$ cat src/logic/pvs_map.svh
// Purpose: register offsets, field positions, reset values and frame constants
// Assumes: 5-bit register addresses on the management bus
// Notes: included by bare name; definitions only
`ifndef PVS_MAP_SVH
`define PVS_MAP_SVH

`define PVS_OFS_RXERR 5'h15
`define PVS_OFS_INT 5'h1B
`define PVS_OFS_CTRL 5'h1F

`define PVS_B_PAIRSWAP 13
`define PVS_B_ENERGY 12
`define PVS_B_FORCE 11
`define PVS_B_PSAVE 10
`define PVS_B_IRQPOL 9
`define PVS_B_JABEN 8
`define PVS_B_ANDONE 7
`define PVS_B_PAUSE 6
`define PVS_B_ISO 5
`define PVS_B_MODE_HI 4
`define PVS_B_MODE_LO 2
`define PVS_B_SQE 1
`define PVS_B_SCRAM 0

`define PVS_RST_CNT 16'h0000
`define PVS_RST_INT_EN 8'h00
`define PVS_RST_FLAGS 8'h00
`define PVS_RST_PAIRSWAP 1'b0
`define PVS_RST_FORCE 1'b0
`define PVS_RST_PSAVE 1'b1
`define PVS_RST_IRQPOL 1'b0
`define PVS_RST_JABEN 1'b1
`define PVS_RST_SQE 1'b0
`define PVS_RST_SCRAM 1'b0

`define PVS_OP_RD 2'h2
`define PVS_OP_WR 2'h1
`define PVS_PRE_BITS 32

`endif

$ cat src/logic/pvs_pkg.sv
// Purpose: shared types of the vendor status and control registers
// Assumes: nothing beyond the map header
// Notes: struct field order matches the register bit order
package pvs_pkg;

  typedef enum logic [2:0] {
    PVS_S_PRE = 3'h0,
    PVS_S_ST = 3'h1,
    PVS_S_OP = 3'h3,
    PVS_S_PHYAD = 3'h2,
    PVS_S_REGAD = 3'h6,
    PVS_S_TA = 3'h7,
    PVS_S_DATA = 3'h5
  } pvs_state_t;

  typedef struct packed {
    logic jabber;
    logic rx_error;
    logic page_rx;
    logic pd_fault;
    logic lp_ack;
    logic link_down;
    logic remote_fault;
    logic link_up;
  } pvs_events_t;

  typedef struct packed {
    logic energy_detect;
    logic an_complete;
    logic pause_result;
    logic isolate_status;
    logic [2:0] op_mode;
  } pvs_status_t;

  typedef struct packed {
    logic pairswap_dis;
    logic force_link;
    logic power_save_en;
    logic irq_active_high;
    logic jabber_en;
    logic sqe_test_en;
    logic scramble_dis;
  } pvs_ctrl_t;

  typedef struct packed {
    logic pairswap_dis;
    logic power_save_en;
  } pvs_strap_t;

endpackage

$ cat src/logic/pvs_rxerr_cnt.sv
// Purpose: receive error counter
// Assumes: rx_dv and rx_er synchronous to clk
// Notes: one count per error burst inside a packet; holds at all ones
`timescale 1ns/1ps
`include "pvs_map.svh"

module pvs_rxerr_cnt #(
  parameter int CNT_W = 16
) (
  input wire logic clk, // system clock
  input wire logic nrst, // async reset, active low
  input wire logic rx_dv, // receive data valid
  input wire logic rx_er, // receive error indication
  output logic [CNT_W-1:0] count, // error count
  output logic err_pulse // one-cycle pulse per error burst, also after the count holds at all ones
);

  logic er_q;
  logic hit;

  assign hit = rx_dv & rx_er & ~er_q;

  always_ff @(posedge clk or negedge nrst) begin
    if (!nrst) begin
      er_q <= 1'b0;
    end else begin
      er_q <= rx_dv & rx_er;
    end
  end

  always_ff @(posedge clk or negedge nrst) begin
    if (!nrst) begin
      count <= CNT_W'(`PVS_RST_CNT);
    end else if (hit && count != {CNT_W{1'b1}}) begin
      count <= count + CNT_W'(1);
    end
  end

  always_ff @(posedge clk or negedge nrst) begin
    if (!nrst) begin
      err_pulse <= 1'b0;
    end else begin
      err_pulse <= hit;
    end
  end

endmodule

$ cat src/logic/pvs_regs.sv
// Purpose: vendor status and control registers behind the management interface
// Assumes: mdc and mdio_in synchronous to clk, mdc far slower than clk
// Notes: read data changes after each mdc rising edge; straps load once after reset
`timescale 1ns/1ps
`include "pvs_map.svh"

// Contract
// - read-only error counter, reset to zero
// - upper interrupt bits are enables, reset zero
// - lower bits are sticky event flags
// - polarity bit selects interrupt active level
// - pair-swap disable turns off auto crossover
// - energy detect shows receive signal present
// - force link bypasses link control
// - power saving enable, reset one
// - jabber counter enable, reset one
// - auto-negotiation complete status bit
// - pause result shows flow control capability
// - isolate status shows isolate mode
// - three-bit operating mode indication
// - SQE test enable, reset zero
// - scrambler disable, reset zero
// - some reset values come from straps
module pvs_regs #(
  parameter int PREAMBLE_BITS = `PVS_PRE_BITS,
  parameter int CNT_W = 16
) (
  input wire logic clk, // system clock
  input wire logic nrst, // async reset, active low
  input wire logic mdc, // management clock, sampled
  input wire logic mdio_in, // management data in
  output logic mdio_out, // management data out
  output logic mdio_oe, // management data drive enable
  input wire logic [4:0] phy_addr, // this device's bus address
  input wire logic rx_dv, // receive data valid
  input wire logic rx_er, // receive error
  input pvs_pkg::pvs_events_t events, // event pulses from the core
  input pvs_pkg::pvs_status_t status, // live status from the core
  input pvs_pkg::pvs_strap_t straps, // strap levels
  output pvs_pkg::pvs_ctrl_t ctrl, // control bits to the core
  output logic irq_out // interrupt pin level
);

  localparam int PRE_W = $clog2(PREAMBLE_BITS + 1);
  localparam logic [PRE_W-1:0] PRE_MAX = PRE_W'(PREAMBLE_BITS);

  generate
    if (PREAMBLE_BITS < 1 || PREAMBLE_BITS > 64) begin : g_bad_pre
      $error("PREAMBLE_BITS out of range");
    end
    if (CNT_W < 1 || CNT_W > 16) begin : g_bad_cnt
      $error("CNT_W must be 1 to 16");
    end
  endgenerate

  pvs_pkg::pvs_state_t state;
  logic [PRE_W-1:0] pre_cnt;
  logic [3:0] cnt;
  logic [15:0] sr;
  logic [15:0] rd_buf;
  logic [15:0] rdata;
  logic [4:0] regad;
  logic is_rd;
  logic phy_hit;
  logic mdc_q;
  logic mdc_rise;
  logic rd_req;
  logic wr_req;
  logic strap_done;
  pvs_pkg::pvs_ctrl_t ctrl_q;
  logic [7:0] int_en;
  logic [7:0] flags;
  logic [7:0] ev_all;
  logic [7:0] next_flags;
  logic [CNT_W-1:0] err_count;
  logic err_pulse;
  logic rd_clr;
  logic wr_int;
  logic wr_ctrl;

  pvs_rxerr_cnt #(
    .CNT_W(CNT_W)
  ) u_rxerr (
    .clk(clk),
    .nrst(nrst),
    .rx_dv(rx_dv),
    .rx_er(rx_er),
    .count(err_count),
    .err_pulse(err_pulse)
  );

  assign mdc_rise = mdc & ~mdc_q;
  assign ctrl = ctrl_q;

  always_ff @(posedge clk or negedge nrst) begin
    if (!nrst) begin
      mdc_q <= 1'b0;
    end else begin
      mdc_q <= mdc;
    end
  end

  // serial frame decoder: preamble, start, opcode, addresses, turnaround, data
  always_ff @(posedge clk or negedge nrst) begin
    if (!nrst) begin
      state <= pvs_pkg::PVS_S_PRE;
      pre_cnt <= '0;
      cnt <= 4'h0;
      sr <= 16'h0000;
      regad <= 5'h00;
      is_rd <= 1'b0;
      phy_hit <= 1'b0;
    end else if (mdc_rise) begin
      case (state)
        pvs_pkg::PVS_S_PRE: begin
          if (mdio_in) begin
            if (pre_cnt != PRE_MAX) begin
              pre_cnt <= pre_cnt + PRE_W'(1);
            end
          end else if (pre_cnt == PRE_MAX) begin
            state <= pvs_pkg::PVS_S_ST;
            pre_cnt <= '0;
          end else begin
            pre_cnt <= '0;
          end
        end
        pvs_pkg::PVS_S_ST: begin
          cnt <= 4'h0;
          state <= mdio_in ? pvs_pkg::PVS_S_OP : pvs_pkg::PVS_S_PRE;
        end
        pvs_pkg::PVS_S_OP: begin
          sr <= {sr[14:0], mdio_in};
          if (cnt == 4'h1) begin
            cnt <= 4'h0;
            if ({sr[0], mdio_in} == `PVS_OP_RD) begin
              is_rd <= 1'b1;
              state <= pvs_pkg::PVS_S_PHYAD;
            end else if ({sr[0], mdio_in} == `PVS_OP_WR) begin
              is_rd <= 1'b0;
              state <= pvs_pkg::PVS_S_PHYAD;
            end else begin
              state <= pvs_pkg::PVS_S_PRE;
            end
          end else begin
            cnt <= cnt + 4'h1;
          end
        end
        pvs_pkg::PVS_S_PHYAD: begin
          sr <= {sr[14:0], mdio_in};
          if (cnt == 4'h4) begin
            cnt <= 4'h0;
            phy_hit <= ({sr[3:0], mdio_in} == phy_addr);
            state <= pvs_pkg::PVS_S_REGAD;
          end else begin
            cnt <= cnt + 4'h1;
          end
        end
        pvs_pkg::PVS_S_REGAD: begin
          sr <= {sr[14:0], mdio_in};
          if (cnt == 4'h4) begin
            cnt <= 4'h0;
            regad <= {sr[3:0], mdio_in};
            state <= pvs_pkg::PVS_S_TA;
          end else begin
            cnt <= cnt + 4'h1;
          end
        end
        pvs_pkg::PVS_S_TA: begin
          if (cnt == 4'h1) begin
            cnt <= 4'h0;
            state <= pvs_pkg::PVS_S_DATA;
          end else begin
            cnt <= cnt + 4'h1;
          end
        end
        pvs_pkg::PVS_S_DATA: begin
          sr <= {sr[14:0], mdio_in};
          if (cnt == 4'hF) begin
            cnt <= 4'h0;
            state <= pvs_pkg::PVS_S_PRE;
          end else begin
            cnt <= cnt + 4'h1;
          end
        end
        default: begin
          state <= pvs_pkg::PVS_S_PRE;
          pre_cnt <= '0;
          cnt <= 4'h0;
        end
      endcase
    end
  end

  // one-cycle access strobes, raised the cycle after the deciding mdc edge
  always_ff @(posedge clk or negedge nrst) begin
    if (!nrst) begin
      rd_req <= 1'b0;
      wr_req <= 1'b0;
    end else begin
      rd_req <= mdc_rise && state == pvs_pkg::PVS_S_REGAD && cnt == 4'h4 && is_rd &&
                phy_hit;
      wr_req <= mdc_rise && state == pvs_pkg::PVS_S_DATA && cnt == 4'hF && !is_rd &&
                phy_hit;
    end
  end

  // read data drive: zero in second turnaround bit, then msb first
  always_ff @(posedge clk or negedge nrst) begin
    if (!nrst) begin
      mdio_oe <= 1'b0;
      mdio_out <= 1'b0;
      rd_buf <= 16'h0000;
    end else if (rd_req) begin
      rd_buf <= rdata;
    end else if (mdc_rise && state == pvs_pkg::PVS_S_TA && is_rd && phy_hit) begin
      mdio_oe <= 1'b1;
      if (cnt == 4'h0) begin
        mdio_out <= 1'b0;
      end else begin
        mdio_out <= rd_buf[15];
        rd_buf <= {rd_buf[14:0], 1'b0};
      end
    end else if (mdc_rise && state == pvs_pkg::PVS_S_DATA && mdio_oe) begin
      if (cnt == 4'hF) begin
        mdio_oe <= 1'b0;
        mdio_out <= 1'b0;
      end else begin
        mdio_out <= rd_buf[15];
        rd_buf <= {rd_buf[14:0], 1'b0};
      end
    end
  end

  assign wr_int = wr_req && regad == `PVS_OFS_INT;
  assign wr_ctrl = wr_req && regad == `PVS_OFS_CTRL;
  assign rd_clr = rd_req && regad == `PVS_OFS_INT;

  always_ff @(posedge clk or negedge nrst) begin
    if (!nrst) begin
      strap_done <= 1'b0;
    end else begin
      strap_done <= 1'b1;
    end
  end

  // control bits: constants under reset, straps at the first edge after release
  always_ff @(posedge clk or negedge nrst) begin
    if (!nrst) begin
      ctrl_q.pairswap_dis <= `PVS_RST_PAIRSWAP;
      ctrl_q.force_link <= `PVS_RST_FORCE;
      ctrl_q.power_save_en <= `PVS_RST_PSAVE;
      ctrl_q.irq_active_high <= `PVS_RST_IRQPOL;
      ctrl_q.jabber_en <= `PVS_RST_JABEN;
      ctrl_q.sqe_test_en <= `PVS_RST_SQE;
      ctrl_q.scramble_dis <= `PVS_RST_SCRAM;
    end else if (!strap_done) begin
      ctrl_q.pairswap_dis <= straps.pairswap_dis;
      ctrl_q.power_save_en <= straps.power_save_en;
    end else if (wr_ctrl) begin
      ctrl_q.pairswap_dis <= sr[`PVS_B_PAIRSWAP];
      ctrl_q.force_link <= sr[`PVS_B_FORCE];
      ctrl_q.power_save_en <= sr[`PVS_B_PSAVE];
      ctrl_q.irq_active_high <= sr[`PVS_B_IRQPOL];
      ctrl_q.jabber_en <= sr[`PVS_B_JABEN];
      ctrl_q.sqe_test_en <= sr[`PVS_B_SQE];
      ctrl_q.scramble_dis <= sr[`PVS_B_SCRAM];
    end
  end

  always_ff @(posedge clk or negedge nrst) begin
    if (!nrst) begin
      int_en <= `PVS_RST_INT_EN;
    end else if (wr_int) begin
      int_en <= sr[15:8];
    end
  end

  assign ev_all = events | {1'b0, err_pulse, 6'h00};

  // flags returned by a read clear; an event in that same cycle still sets
  always_comb begin
    next_flags = rd_clr ? ev_all : (flags | ev_all);
  end

  always_ff @(posedge clk or negedge nrst) begin
    if (!nrst) begin
      flags <= `PVS_RST_FLAGS;
    end else begin
      flags <= next_flags;
    end
  end

  // reset value is the inactive level of an active-low pin
  always_ff @(posedge clk or negedge nrst) begin
    if (!nrst) begin
      irq_out <= 1'b1;
    end else if ((flags & int_en) != 8'h00) begin
      irq_out <= ctrl_q.irq_active_high;
    end else begin
      irq_out <= ~ctrl_q.irq_active_high;
    end
  end

  // register read mux; unmapped addresses and reserved bits read zero
  always_comb begin
    rdata = 16'h0000;
    case (regad)
      `PVS_OFS_RXERR: begin
        rdata[CNT_W-1:0] = err_count;
      end
      `PVS_OFS_INT: begin
        rdata = {int_en, flags};
      end
      `PVS_OFS_CTRL: begin
        rdata[`PVS_B_PAIRSWAP] = ctrl_q.pairswap_dis;
        rdata[`PVS_B_ENERGY] = status.energy_detect;
        rdata[`PVS_B_FORCE] = ctrl_q.force_link;
        rdata[`PVS_B_PSAVE] = ctrl_q.power_save_en;
        rdata[`PVS_B_IRQPOL] = ctrl_q.irq_active_high;
        rdata[`PVS_B_JABEN] = ctrl_q.jabber_en;
        rdata[`PVS_B_ANDONE] = status.an_complete;
        rdata[`PVS_B_PAUSE] = status.pause_result;
        rdata[`PVS_B_ISO] = status.isolate_status;
        rdata[`PVS_B_MODE_HI:`PVS_B_MODE_LO] = status.op_mode;
        rdata[`PVS_B_SQE] = ctrl_q.sqe_test_en;
        rdata[`PVS_B_SCRAM] = ctrl_q.scramble_dis;
      end
      default: begin
        rdata = 16'h0000;
      end
    endcase
  end

endmodule

$ cat config.mk
export PLATFORM = sky130hd
export DESIGN_NAME = pvs_regs
export DESIGN_NICKNAME = d
export VERILOG_FILES = /design/src/logic/pvs_pkg.sv /design/src/logic/pvs_rxerr_cnt.sv /design/src/logic/pvs_regs.sv
export VERILOG_INCLUDE_DIRS = /design/src /design/src/logic
export SDC_FILE = /design/constraint.sdc
export NUM_CORES = 1
export LEC_CHECK = 0
export ABC_AREA = 1
export BUFFER_PORTS_ARGS = -buffer_cell sky130_fd_sc_hd__clkbuf_2
export CORE_ASPECT_RATIO = 1.25
export CORE_MARGIN = 1
export CORE_UTILIZATION = 40
export DETAILED_ROUTE_END_ITERATION = 10
export GPL_TIMING_DRIVEN = 0
export MAX_ROUTING_LAYER = met4
export RECOVER_POWER = 50
export SYNTH_ARGS = -nofsm -noshare
export SYNTH_HDL_FRONTEND = slang
export SYNTH_HIERARCHICAL = 1
export SYNTH_SLANG_ARGS = --single-unit
export TNS_END_PERCENT = 30
$ cat constraint.sdc
create_clock -name clk -period 1.9 [get_ports clk]
set_input_delay 0 -clock clk [delete_from_list [all_inputs] [get_ports clk]]
set_output_delay 0 -clock clk [all_outputs]
set_load 0.005 [all_outputs]
==> impl_metrics.yaml <==
clock_network:
  cts_tree: "built"
  insertion_delay_ns: 0.36
  cts.path.max_buffers: 2
  clk_pin_slew_worst_paths_ns: 0.07
  cts_setup_buffers: 0
  cts_sinks: 100
  cts_buffers: 9
  cts_root_buffer: "clkbuf_16"
  htree_levels: 3
route:
  route.vias.total: 4748
  wl_per_cell_microns: 14.1
  wl_microns: 13200
  drtAntennaViolNets: 0
  drt_iter0_markers: 341
  viasPerCell: 5.09
  drc: 0
  drt-pass1-iter-count: 5
power_and_ir_drop:
  ir_worst_vdd_mv: 0.648
  power.total_w: 0.00552
  power_density_nw_per_um2: 882
  power.leakage_nw: 3.10
setup_path:
  crit_path_max_incr_delay_ns: 0.42
  reg2reg_depth: 8
  crit_chain: "nor2_1 > buf_2 > nand3_1 > nand3_1 > nand2_1 > nand2_1 > nand2_1 > nand2_1"
  critPathKind: "flip-flop to flip-flop"
  r2r-end: "rd_buf[4]"
  crit_cells: 8
  cp-start-kind: "flip-flop"
  startpoint: "regad[3]"
  cp.arrival_ns: 2.01
  cp-end-kind: "flip-flop"
  r2r_start: "regad[3]"
  crit_family: "simple AND/OR/NAND/NOR gates"
  cp.required_ns: 2.19
  path_max_fanout: 10
  crit_top_cell: "nand2_1"
  crit_buf_inv: 1
  slowest_stage: "nor2_1"
  timing.critical_path.to: "rd_buf[4]"
  reg2reg_setup_slack_ns: 0.18
timing:
  min_period_over_period_pct: 90.5
  worst_pin_slew_ns: 1.10
  clock_skew_ns: 0.00864
  fin_crit_ns: 1.72
  fin_hold_ws_ns: 0.0378
  rsz0062_at_grt: "false"
  slew_violations: 0
  setup_viol: 0
  slew_headroom_pct: 26.7
  fmax_mhz: 581
  hold_viol: 0
worst_hold_path:
  hold_class: "input port to flip-flop"
synth:
  yosys.area.top_type_share_pct: 45.3
  syn_area_sq_um: 5360
  synthTopCellsByArea: "dfrtp_1, nand2_1, nand3_1, inv_1, o21ai_0"
  synth_edf_count: 0
  ys.flop_type: "dfrtp_1"
  synth_top_area_cell: "dfrtp_1"
  ys_types: 38
  ys_seq_area_share_pct: 46.7
  syn_nets: 730
  yosysMostFrequentCell: "nand2_1"
  ys_ff_latch: 100
  syn_inst: 695
  yosysWarnings: 6
  syn_area_per_cell_sq_um: 7.71
  synthTopCellsByCount: "nand2_1, nand3_1, dfrtp_1"
  async_flop_share_pct: 100
cells_and_area:
  layout-drive-gt1-share_pct: 14.0
  antennaDiodeCount: 0
  area_growth_pct: 16.6
  n_fill_cell: 1290
  fin_nets: 795
global_routing:
  grt_pass1_vias: 4739
  grt_overflow: 0
  grt.total_usage_pct: 20.8
  antenna_found_initial: 0
  grt_max_degree: 59
  grt_pass1_wl_microns: 22200
floorplan:
  core_sq_um: 12900
  die_w_microns: 106
  die_y_microns: 131
  ios: 38
  die_area_sq_um: 13900
  start_util_pct: 41.6
  num_rows: 46
place:
  gp_congestion: 0.863
  port_buffers: 37
  place_hpwl_microns: 9710
job:
  drv_cap: 0
run_status:
  status: "complete, no violations"
[power breakdown]
part / switching [W] / internal (W) / total, W / leakage [nW]
combinational: 0.000604 / 0.000329 / 0.000933 / 1.67
sequential: 0.000220 / 0.00232 / 0.00254 / 1.27
clock: 0.000867 / 0.00117 / 0.00204 / 0.158
[metal layers]
layer,global-route usage (%),part of all wire [%],vias up
li1,-,-,2377
met3,3.57,3.2,23
met2,35.5,50,84
met5,-,0,-
met4,8.41,2.4,0
met1,24.3,44,2264
[how the worst min path moves through the flow]
stage               cells past startpoint         from  slack (ns)           end
floorplan                               0         nrst       -0.30        cnt[0]
global placement                        1          mdc        0.13         mdc_q
detailed placement                      1         nrst        0.09  u_rxerr/er_q
CTS                                     5  phy_addr[0]        0.04       phy_hit
global route                            5  phy_addr[0]        0.12       phy_hit
finish                                  5  phy_addr[0]        0.04       phy_hit
[per-stage QoR]
step	setup WS (ns)	instance area [sq um]	TNS, ns	instances	util [%]
after floorplan	0.430	5360	0	695	-
after CTS	0.157	6270	0	933	48.6
after global placement	-0.518	5760	-49.40	900	44.7
final	0.180	6250	0	933	48.5
after global routing	0.00900	6250	0	933	48.5
after detailed placement	0.171	5790	0	901	44.9
[tightest hold or removal path: cells and delay by family]
family	cells	cell delay, ns
simple gates	2	0.13
compound gates	2	0.13
buf+inv	1	0.08
[cell type report]
cell class | count | area (sq um) | share of cell area, %
Timing Repair Buffer | 54 | 353 | 5.64
Buffer | 19 | 93.8 | 1.50
Inverter | 76 | 287 | 4.58
Clock buffer | 10 | 229 | 3.66
Clock inverter | 6 | 95.1 | 1.52
Multi-Input combinational cell | 500 | 2480 | 39.6
Sequential cell | 100 | 2510 | 40.1
Tap cell | 168 | 210 | 3.36
[registers in the layout (all words and copies together) (netlist names), 3 cells and up]
register / count
regad: 5
int_en: 8
cnt: 4
flags: 8
u_rxerr/count: 16
rd_buf: 16
sr: 16
state: 3
pre_cnt: 6
ctrl: 7
[cells in the final DEF, fill, tap and decap left out, types with 8 or more instances in the layout]
master           n
buf_2            9
clkbuf_1         8
clkbuf_16        9
clkbuf_2        34
dfrtp_1         97
dlygate4sd3_1   16
inv_1           66
inv_2            9
nand2_1        216
nand2_2          8
nand3_1        110
nand4_1          8
nor2_1          32
nor2_2          10
o21ai_0         30
o21ai_1         22
xor2_1           8
[what timing repair did]
item	4_1_cts	5_1_grt
resized for setup	0	1
hold buffers	16	0
endpoints found under the hold margin	57	0
setup endpoints to repair	0	3
[cells by family after synthesis]
logic type / Yosys count / synth area share (%)
fa+ha+maj: 7 / 1.63
buf+inv: 95 / 7.09
mux: 1 / 0.210
simple gates: 408 / 34.9
other cells: 1 / 0.0699
xor+xnor: 10 / 1.63
flops: 100 / 46.7
compound gates: 73 / 7.72
(Power assumes the default switching activity.)
